### config.mk
export PLATFORM = sky130hd
export DESIGN_NAME = bus_arbiter_flat
export DESIGN_NICKNAME = d
export VERILOG_FILES = /design/src/logic/bus_arb_pkg.sv /design/src/logic/bus_arb_if.sv /design/src/logic/bus_arbiter.sv /design/src/flat_wrapper.sv
export SDC_FILE = /design/constraint.sdc
export NUM_CORES = 1
export LEC_CHECK = 0
export BUFFER_PORTS_ARGS = -buffer_cell sky130_fd_sc_hd__buf_2
export CORE_ASPECT_RATIO = 0.8
export CORE_MARGIN = 3
export CORE_UTILIZATION = 25
export DETAILED_ROUTE_END_ITERATION = 10
export HOLD_SLACK_MARGIN = 0.12
export PLACE_DENSITY = 0.46
export SYNTH_ARGS = -nofsm -noshare
export SYNTH_HDL_FRONTEND = slang
export SYNTH_SLANG_ARGS = --single-unit
### constraint.sdc
create_clock -name ref_clk -period 2 [get_ports ref_clk]
set_clock_uncertainty 0.2 [all_clocks]
set_input_delay 0.3 -clock ref_clk [delete_from_list [all_inputs] [get_ports ref_clk]]
set_output_delay 0.3 -clock ref_clk [all_outputs]
set_load 0.005 [all_outputs]
### src/logic/bus_arb_pkg.sv
// Shared constants and types for the bus arbitration unit and the external master end
package bus_arb_pkg;

	// ==========================================
	// Arbiter states
	typedef enum logic [2:0] {
		ARB_IDLE = 3'h0,
		ARB_DEFER = 3'h1,
		ARB_GRANT = 3'h2,
		ARB_RELEASED = 3'h3,
		ARB_REGRANT_WAIT = 3'h4
	} arb_state_t;

	// ==========================================
	// External master states
	typedef enum logic [1:0] {
		MST_IDLE = 2'h0,
		MST_REQUEST = 2'h1,
		MST_OWN = 2'h2
	} mst_state_t;

	// ==========================================
	// Timing counts
	localparam logic [2:0] REGRANT_DELAY = 3'h2; // Cycles spent in the regrant wait state before granting again
	localparam logic [2:0] CYCLE_STATE_S0 = 3'h0; // Own bus cycle phase before strobe
	localparam int SYNC_WIDTH = 8; // Request, acknowledge, halt, error, transfer, three irq

endpackage

### src/logic/bus_arb_if.sv
// Arbitration wires shared by the processor end and the external master end
`timescale 1ns/1ps
`default_nettype none
interface bus_arb_if;
	logic busRequestN;
	logic busGrantN;
	logic grantAcknowledgeN;
	logic addressStrobeN;
	logic transferAcknowledgeN;

	modport processor (
		input busRequestN,
		output busGrantN,
		input grantAcknowledgeN,
		input addressStrobeN,
		input transferAcknowledgeN
	);

	modport master (
		output busRequestN,
		input busGrantN,
		output grantAcknowledgeN,
		input addressStrobeN,
		input transferAcknowledgeN
	);
endinterface
`default_nettype wire

### src/logic/bus_arbiter.sv
// Processor-side bus arbitration unit with falling-then-rising input synchronisers
`timescale 1ns/1ps
`default_nettype none
module bus_arbiter (
	// Clock and control
	input wire logic ref_clk,
	input wire logic rst_n,
	input wire logic clkEn,
	// Arbitration link
	bus_arb_if.processor link,
	// Other asynchronous processor inputs
	input wire logic resetInN,
	input wire logic haltN,
	input wire logic busErrorN,
	input wire logic [2:0] interruptPriorityLevelN,
	// Core bus sequencer view
	input wire logic cycleCommitted,
	input wire logic strobeIssued,
	input wire logic [2:0] cycleState,
	// Outputs to the core
	output logic threeState,
	output logic cycleAllowed,
	output logic syncResetN,
	output logic syncHaltN,
	output logic syncBusErrorN,
	output logic syncTransferAckN,
	output logic [2:0] syncInterruptN
);

	// ==========================================
	// Synchronisers
	logic [bus_arb_pkg::SYNC_WIDTH-1:0] rawIn;
	logic [bus_arb_pkg::SYNC_WIDTH-1:0] fallStage;
	logic [bus_arb_pkg::SYNC_WIDTH-1:0] syncIn;

	assign rawIn = {interruptPriorityLevelN, link.transferAcknowledgeN, busErrorN, haltN,
		link.grantAcknowledgeN, link.busRequestN};

	// Falling-edge sample of each asynchronous input
	genvar gi;
	generate
		for (gi = 0; gi < bus_arb_pkg::SYNC_WIDTH; gi++) begin : gSync
			always_ff @(negedge ref_clk) begin
				if (!rst_n) begin
					fallStage[gi] <= 1'b1;
				end else if (clkEn) begin
					fallStage[gi] <= rawIn[gi];
				end
			end
			// Usable from the next rising edge
			always_ff @(posedge ref_clk) begin
				if (!rst_n) begin
					syncIn[gi] <= 1'b1;
				end else if (clkEn) begin
					syncIn[gi] <= fallStage[gi];
				end
			end
		end
	endgenerate

	// Reset line uses the same scheme; its falling stage is not reset by rst_n, and its output resets low
	logic resetFall;
	always_ff @(negedge ref_clk) begin
		if (clkEn) begin
			resetFall <= resetInN;
		end
	end
	always_ff @(posedge ref_clk) begin
		if (!rst_n) begin
			syncResetN <= 1'b0;
		end else if (clkEn) begin
			syncResetN <= resetFall;
		end
	end

	// ==========================================
	// Decode helpers

	// Turns an active-low pin view into a true-when-asserted flag
	function automatic logic asserted(input logic pinN);
		return ~pinN;
	endfunction

	// Grant is shown only while the grant state is held
	function automatic logic grantState(input bus_arb_pkg::arb_state_t s);
		return s == bus_arb_pkg::ARB_GRANT;
	endfunction

	// Buses float once another master holds or is being handed the bus
	function automatic logic floatState(input bus_arb_pkg::arb_state_t s);
		return (s != bus_arb_pkg::ARB_IDLE) && (s != bus_arb_pkg::ARB_DEFER);
	endfunction

	// Core may start its own cycle only if nobody else is due to take the bus
	function automatic logic coreMayStart(input logic floating, input logic wanted);
		return ~floating & ~wanted;
	endfunction

	// Active-high internal views
	wire logic reqSync = asserted(syncIn[0]); // R, wire-ORed requests
	wire logic ackSync = asserted(syncIn[1]); // A, pulled high in two-wire use

	assign syncHaltN = syncIn[2];
	assign syncBusErrorN = syncIn[3];
	assign syncTransferAckN = syncIn[4];
	assign syncInterruptN = syncIn[7:5];

	// ==========================================
	// Arbitration state machine
	bus_arb_pkg::arb_state_t state;
	bus_arb_pkg::arb_state_t next_state;
	// Counts cycles spent waiting to hand the bus out again
	logic [2:0] waitCount;
	// Remembers that the last edge still saw a held-back cycle
	logic s0Hit;

	// Committed cycle without strobe yet defers the grant
	wire logic holdBack = cycleCommitted & ~strobeIssued & (cycleState == bus_arb_pkg::CYCLE_STATE_S0);

	always_comb begin
		next_state = state;
		case (state)
			// Core owns the bus; a request is granted or deferred
			bus_arb_pkg::ARB_IDLE: begin
				if (reqSync && holdBack) begin
					next_state = bus_arb_pkg::ARB_DEFER;
				end else if (reqSync) begin
					next_state = bus_arb_pkg::ARB_GRANT;
				end
			end
			// Committed cycle has not shown its strobe yet
			bus_arb_pkg::ARB_DEFER: begin
				if (!reqSync) begin
					next_state = bus_arb_pkg::ARB_IDLE;
				end else if (!holdBack && !s0Hit) begin
					// Strobe seen an edge ago: grant on the second edge
					next_state = bus_arb_pkg::ARB_GRANT;
				end
			end
			// Grant shown until acknowledged or request gone
			bus_arb_pkg::ARB_GRANT: begin
				if (ackSync) begin
					next_state = bus_arb_pkg::ARB_RELEASED;
				end else if (!reqSync) begin
					next_state = bus_arb_pkg::ARB_IDLE;
				end
			end
			// Another master holds the bus through its acknowledge
			bus_arb_pkg::ARB_RELEASED: begin
				if (reqSync) begin
					next_state = bus_arb_pkg::ARB_REGRANT_WAIT;
				end else if (!ackSync) begin
					next_state = bus_arb_pkg::ARB_IDLE;
				end
			end
			// Further request pending: pause, then grant again
			bus_arb_pkg::ARB_REGRANT_WAIT: begin
				if (waitCount >= bus_arb_pkg::REGRANT_DELAY) begin
					next_state = bus_arb_pkg::ARB_GRANT;
				end else if (!reqSync) begin
					next_state = bus_arb_pkg::ARB_RELEASED;
				end
			end
			default: begin
				next_state = bus_arb_pkg::ARB_IDLE;
			end
		endcase
	end

	// Grant and float decode of the coming state
	logic next_grant;
	logic next_float;
	logic next_allowed;
	logic grantN;
	assign next_grant = grantState(next_state);
	assign next_float = floatState(next_state);
	// A request not held back stops new core cycles at once
	assign next_allowed = coreMayStart(next_float, reqSync & ~holdBack);

	// ==========================================
	// State register
	// State register and registered outputs
	always_ff @(posedge ref_clk) begin
		if (!rst_n) begin
			state <= bus_arb_pkg::ARB_IDLE;
			grantN <= 1'b1;
			threeState <= 1'b0;
			cycleAllowed <= 1'b1;
			waitCount <= 3'h0;
			s0Hit <= 1'b0;
		end else if (clkEn) begin
			state <= next_state;
			grantN <= ~next_grant;
			threeState <= next_float;
			cycleAllowed <= next_allowed;
			waitCount <= (next_state == bus_arb_pkg::ARB_REGRANT_WAIT) ? waitCount + 3'h1 : 3'h0;
			s0Hit <= holdBack;
		end
	end

	// ==========================================
	// Link output
	// Grant pin comes straight from its flip-flop, so it never glitches
	assign link.busGrantN = grantN;

endmodule
`default_nettype wire

### src/flat_wrapper.sv
// flat-port wrapper written by rule: the top's interface ports become plain ports
module bus_arbiter_flat 
  (ref_clk, rst_n, clkEn, resetInN, haltN, busErrorN, interruptPriorityLevelN, cycleCommitted, strobeIssued, cycleState, threeState, cycleAllowed, syncResetN, syncHaltN, syncBusErrorN, syncTransferAckN, syncInterruptN, link_busRequestN, link_busGrantN, link_grantAcknowledgeN, link_addressStrobeN, link_transferAcknowledgeN);
  bus_arb_if link_i ();
  input wire logic ref_clk;
  input wire logic rst_n;
  input wire logic clkEn;
  input wire logic resetInN;
  input wire logic haltN;
  input wire logic busErrorN;
  input wire logic [2:0] interruptPriorityLevelN;
  input wire logic cycleCommitted;
  input wire logic strobeIssued;
  input wire logic [2:0] cycleState;
  output logic threeState;
  output logic cycleAllowed;
  output logic syncResetN;
  output logic syncHaltN;
  output logic syncBusErrorN;
  output logic syncTransferAckN;
  output logic [2:0] syncInterruptN;
  input wire logic [$bits(link_i.busRequestN)-1:0] link_busRequestN;
  output wire logic [$bits(link_i.busGrantN)-1:0] link_busGrantN;
  input wire logic [$bits(link_i.grantAcknowledgeN)-1:0] link_grantAcknowledgeN;
  input wire logic [$bits(link_i.addressStrobeN)-1:0] link_addressStrobeN;
  input wire logic [$bits(link_i.transferAcknowledgeN)-1:0] link_transferAcknowledgeN;
  assign link_i.busRequestN = link_busRequestN;
  assign link_busGrantN = link_i.busGrantN;
  assign link_i.grantAcknowledgeN = link_grantAcknowledgeN;
  assign link_i.addressStrobeN = link_addressStrobeN;
  assign link_i.transferAcknowledgeN = link_transferAcknowledgeN;
  bus_arbiter u_core (.ref_clk(ref_clk), .rst_n(rst_n), .clkEn(clkEn), .link(link_i), .resetInN(resetInN), .haltN(haltN), .busErrorN(busErrorN), .interruptPriorityLevelN(interruptPriorityLevelN), .cycleCommitted(cycleCommitted), .strobeIssued(strobeIssued), .cycleState(cycleState), .threeState(threeState), .cycleAllowed(cycleAllowed), .syncResetN(syncResetN), .syncHaltN(syncHaltN), .syncBusErrorN(syncBusErrorN), .syncTransferAckN(syncTransferAckN), .syncInterruptN(syncInterruptN));
endmodule
==> flow_summary.yaml <==
timing:
  post-route-min-period_ps: 1999
  grt_setup_unrepaired: "yes"
  fmax_ghz: 0.5004
  whs_ps: 139.7
  finalCritPeriodShare: 0.9993
  slew_viol_final: 0
  setup_viol: 0
  finalHoldViolations: 0
  tightest_slew_ps: 365.1
  relSlewSlack: 0.7566
placed_design:
  placed_cells: 215
  hpwl_um: 1890
  placed_cell_area_mm2: 0.001475
  port_buffers: 26
  gp_congestion: 0.6856
critical_path:
  cp_max_fo: 2
  crit_slowest_cell: "or4_4"
  crit_chain: "inv_2 -> ha_4 -> or4_4 -> a32o_2 -> a31o_1 -> o311ai_2"
  cp_num_buf_inv: 1
  cp.required_ps: 1990
  r2r-start: "u_core.waitCount[0]$_SDFFE_PN0P_"
  rr_worst_depth: 6
  reg2reg_to: "u_core.cycleAllowed$_SDFFE_PN1P_"
  cp-start-kind: "flip-flop"
  cp.arrival_ps: 1980
  cp_num_cells: 6
  criticalPathCategory: "flip-flop to flip-flop"
  slowest_delay_ps: 410
  cp-end-kind: "flip-flop"
  reg2reg_slack_ps: 1
  critPathTopFamily: "compound AO/OA/AOI/OAI gates"
cts:
  cts_tree: "built"
  path_clk_slew_ps: 90
  insertion_delay_ps: 340
  cts_sinks: 28
  cts_buffers: 3
  cts-root-buf: "clkbuf_8"
  ctsHoldBuffers: 0
  cts_buffer_depth: 2
  htree_levels: 1
power:
  leakage_nw: 0.7261
  powerDensity_mw_per_mm2: 681.3
  vdd_drop_max_v: 0.0003468
  power.total_mw: 1.098
final_layout:
  drive_above_1_share: 0.3176
  nets: 191
  postLayoutCoreUtil: 0.3464
  n_antenna_cell: 0
  register_area_um2: 573.1
  nFillCells: 483
  final_area_mm2: 0.001612
  syn2layout_area_growth_pct: 31.70
  multiInputGateArea_um2: 621.8
  final_cell_count_no_fill: 230
logic_synthesis:
  synth.avg_cell_area_um2: 9.560
  synth_cell_type_count: 36
  ys_seq_area_frac: 0.4663
  syn_nets: 148
  ys.flop_type: "dfxtp_1"
  synth_cells: 128
  ys_ff_latch: 28
  async_reset_ff_frac: 0
  yosys_warnings: 0
  syn_area_mm2: 0.001224
  synth_edf_count: 1
global_route:
  grt_pass1_vias: 930
  grt_use_total: 0.09357
  grt_pass1_wl_um: 4312
  grt_overflow: 0
  antenna_found_initial: 0
  grt_max_degree: 21
die:
  core_area_mm2: 0.004652
  design.die.area_mm2: 0.005775
  die_h_um: 68.58
  dieWidth_um: 84.22
  rows: 22
  ios: 28
  start_util: 0.2630
route:
  vias_per_cell: 4.500
  avgRoutedWirePerCell_um: 11.63
  via_count: 1035
  drc: 0
  ant_nets: 0
  routed_wl_um: 2674
  drt_pass1_iterations: 4
  drt_iter0_drc: 26
flow_run:
  maxCapViolCount: 0
hold_path:
  hp-start: "rst_n"
  worstHoldPathType: "input pin to flip-flop"
  min_to: "u_core.syncInterruptN[0]$_SDFFE_PN1P_"
  hold_depth: 2
run_status:
  status: "completed"
==> layout make-up <==
type                       count  area share
inverter                       4    0.009317
clock inverter                 9     0.02096
clock buffer                   4     0.02795
multi-input combinational     85      0.3859
tap                           60     0.04658
timing repair buffer          40      0.1537
sequential                    28      0.3556
==> report_power, final <==
group / internal (mW) / leakage [nW] / switching [mW]
Combinational: 0.0606 / 0.423 / 0.0581
Sequential: 0.587 / 0.232 / 0.0145
Clock: 0.166 / 0.0707 / 0.212
Total: 0.813 / 0.726 / 0.284
==> synthesized netlist by cell type, types with 2 or more instances <==
master | n | area (um2)
o21ai_0 | 3 | 15.01
nor2_1 | 8 | 30.03
ha_1 | 2 | 25.02
nor3_1 | 3 | 15.01
buf_4 | 3 | 22.52
clkbuf_1 | 6 | 22.52
dfxtp_1 | 27 | 540.5
a31oi_1 | 3 | 18.77
nor2b_1 | 3 | 18.77
nand2_1 | 18 | 67.56
nand2b_1 | 2 | 12.51
nor4b_1 | 2 | 17.52
mux2i_1 | 18 | 180.2
inv_1 | 5 | 18.77
o21a_1 | 4 | 30.03
==> layout by cell type (no fill, tap or decap), types with 2 or more instances in the layout <==
master    count
buf_2        26
dfxtp_1      25
mux2i_1      18
nand2_1      18
buf_4        13
inv_1        12
nor2_1        8
o21a_1        4
a31oi_1       3
nor2b_1       3
o21ai_0       3
clkbuf_8      3
nor3_1        2
nand2b_1      2
nor4b_1       2
dfxtp_2       2
==> sequential cells by signal, indices dropped and copies added (netlist names) <==
name / cells
u_core.link.busGrantN: 1
u_core.resetFall: 1
u_core.syncIn: 2
u_core.threeState: 1
u_core.state: 3
u_core.syncInterruptN: 3
u_core.s0Hit: 1
u_core.syncBusErrorN: 1
u_core.cycleAllowed: 1
u_core.fallStage: 8
u_core.syncHaltN: 1
u_core.syncResetN: 1
u_core.waitCount: 3
u_core.syncTransferAckN: 1
==> routing by layer <==
metal | vias to the layer above | routed length, um | track usage
li1 | 532 | - | -
met1 | 485 | 1330 | 0.1272
met2 | 16 | 1237 | 0.1506
met3 | 2 | 95 | 0.02969
met4 | 0 | 10 | 0.01205
met5 | - | 0 | 0
==> cell families (layout without fill, tap and decap cells) <==
logic type / after synthesis / count (layout) / share of synthesized area
flip-flops: 28 / 28 / 0.4663
adder cells (fa/ha/maj): 2 / 2 / 0.02045
AO/OA/AOI/OAI: 20 / 20 / 0.1278
buffers and inverters: 15 / 57 / 0.05521
multiplexers: 18 / 18 / 0.1472
AND/OR/NAND/NOR: 45 / 45 / 0.1830
==> through the flow <==
| step | TNS (ps) | setup WS [ps] |
|---|---|---|
| after floorplan | -899.2 | -113.8 |
| after global placement | -1278 | -151.7 |
| after detailed placement | -1407 | -182.4 |
| after CTS | -38.44 | -38.44 |
| after global routing | -35.99 | -35.99 |
| final | 0 | 1.472 |
==> how the worst max path moves through the flow <==
stage / startpoint / to
floorplan: clkEn / u_core.fallStage[0]$_SDFFE_NN1P_
global placement: clkEn / u_core.fallStage[0]$_SDFFE_NN1P_
detailed placement: clkEn / u_core.fallStage[3]$_SDFFE_NN1P_
CTS: u_core.waitCount[0]$_SDFFE_PN0P_ / u_core.cycleAllowed$_SDFFE_PN1P_
global route: u_core.waitCount[0]$_SDFFE_PN0P_ / u_core.cycleAllowed$_SDFFE_PN1P_
finish: u_core.waitCount[0]$_SDFFE_PN0P_ / u_core.cycleAllowed$_SDFFE_PN1P_
==> repair_timing <==
item,in CTS,in global routing
gates resized for setup,6,3
setup endpoints to repair,2,5
pin swaps,4,4
buffers inserted,1,2
No activity file was read; power rests on OpenSTA's default activity.
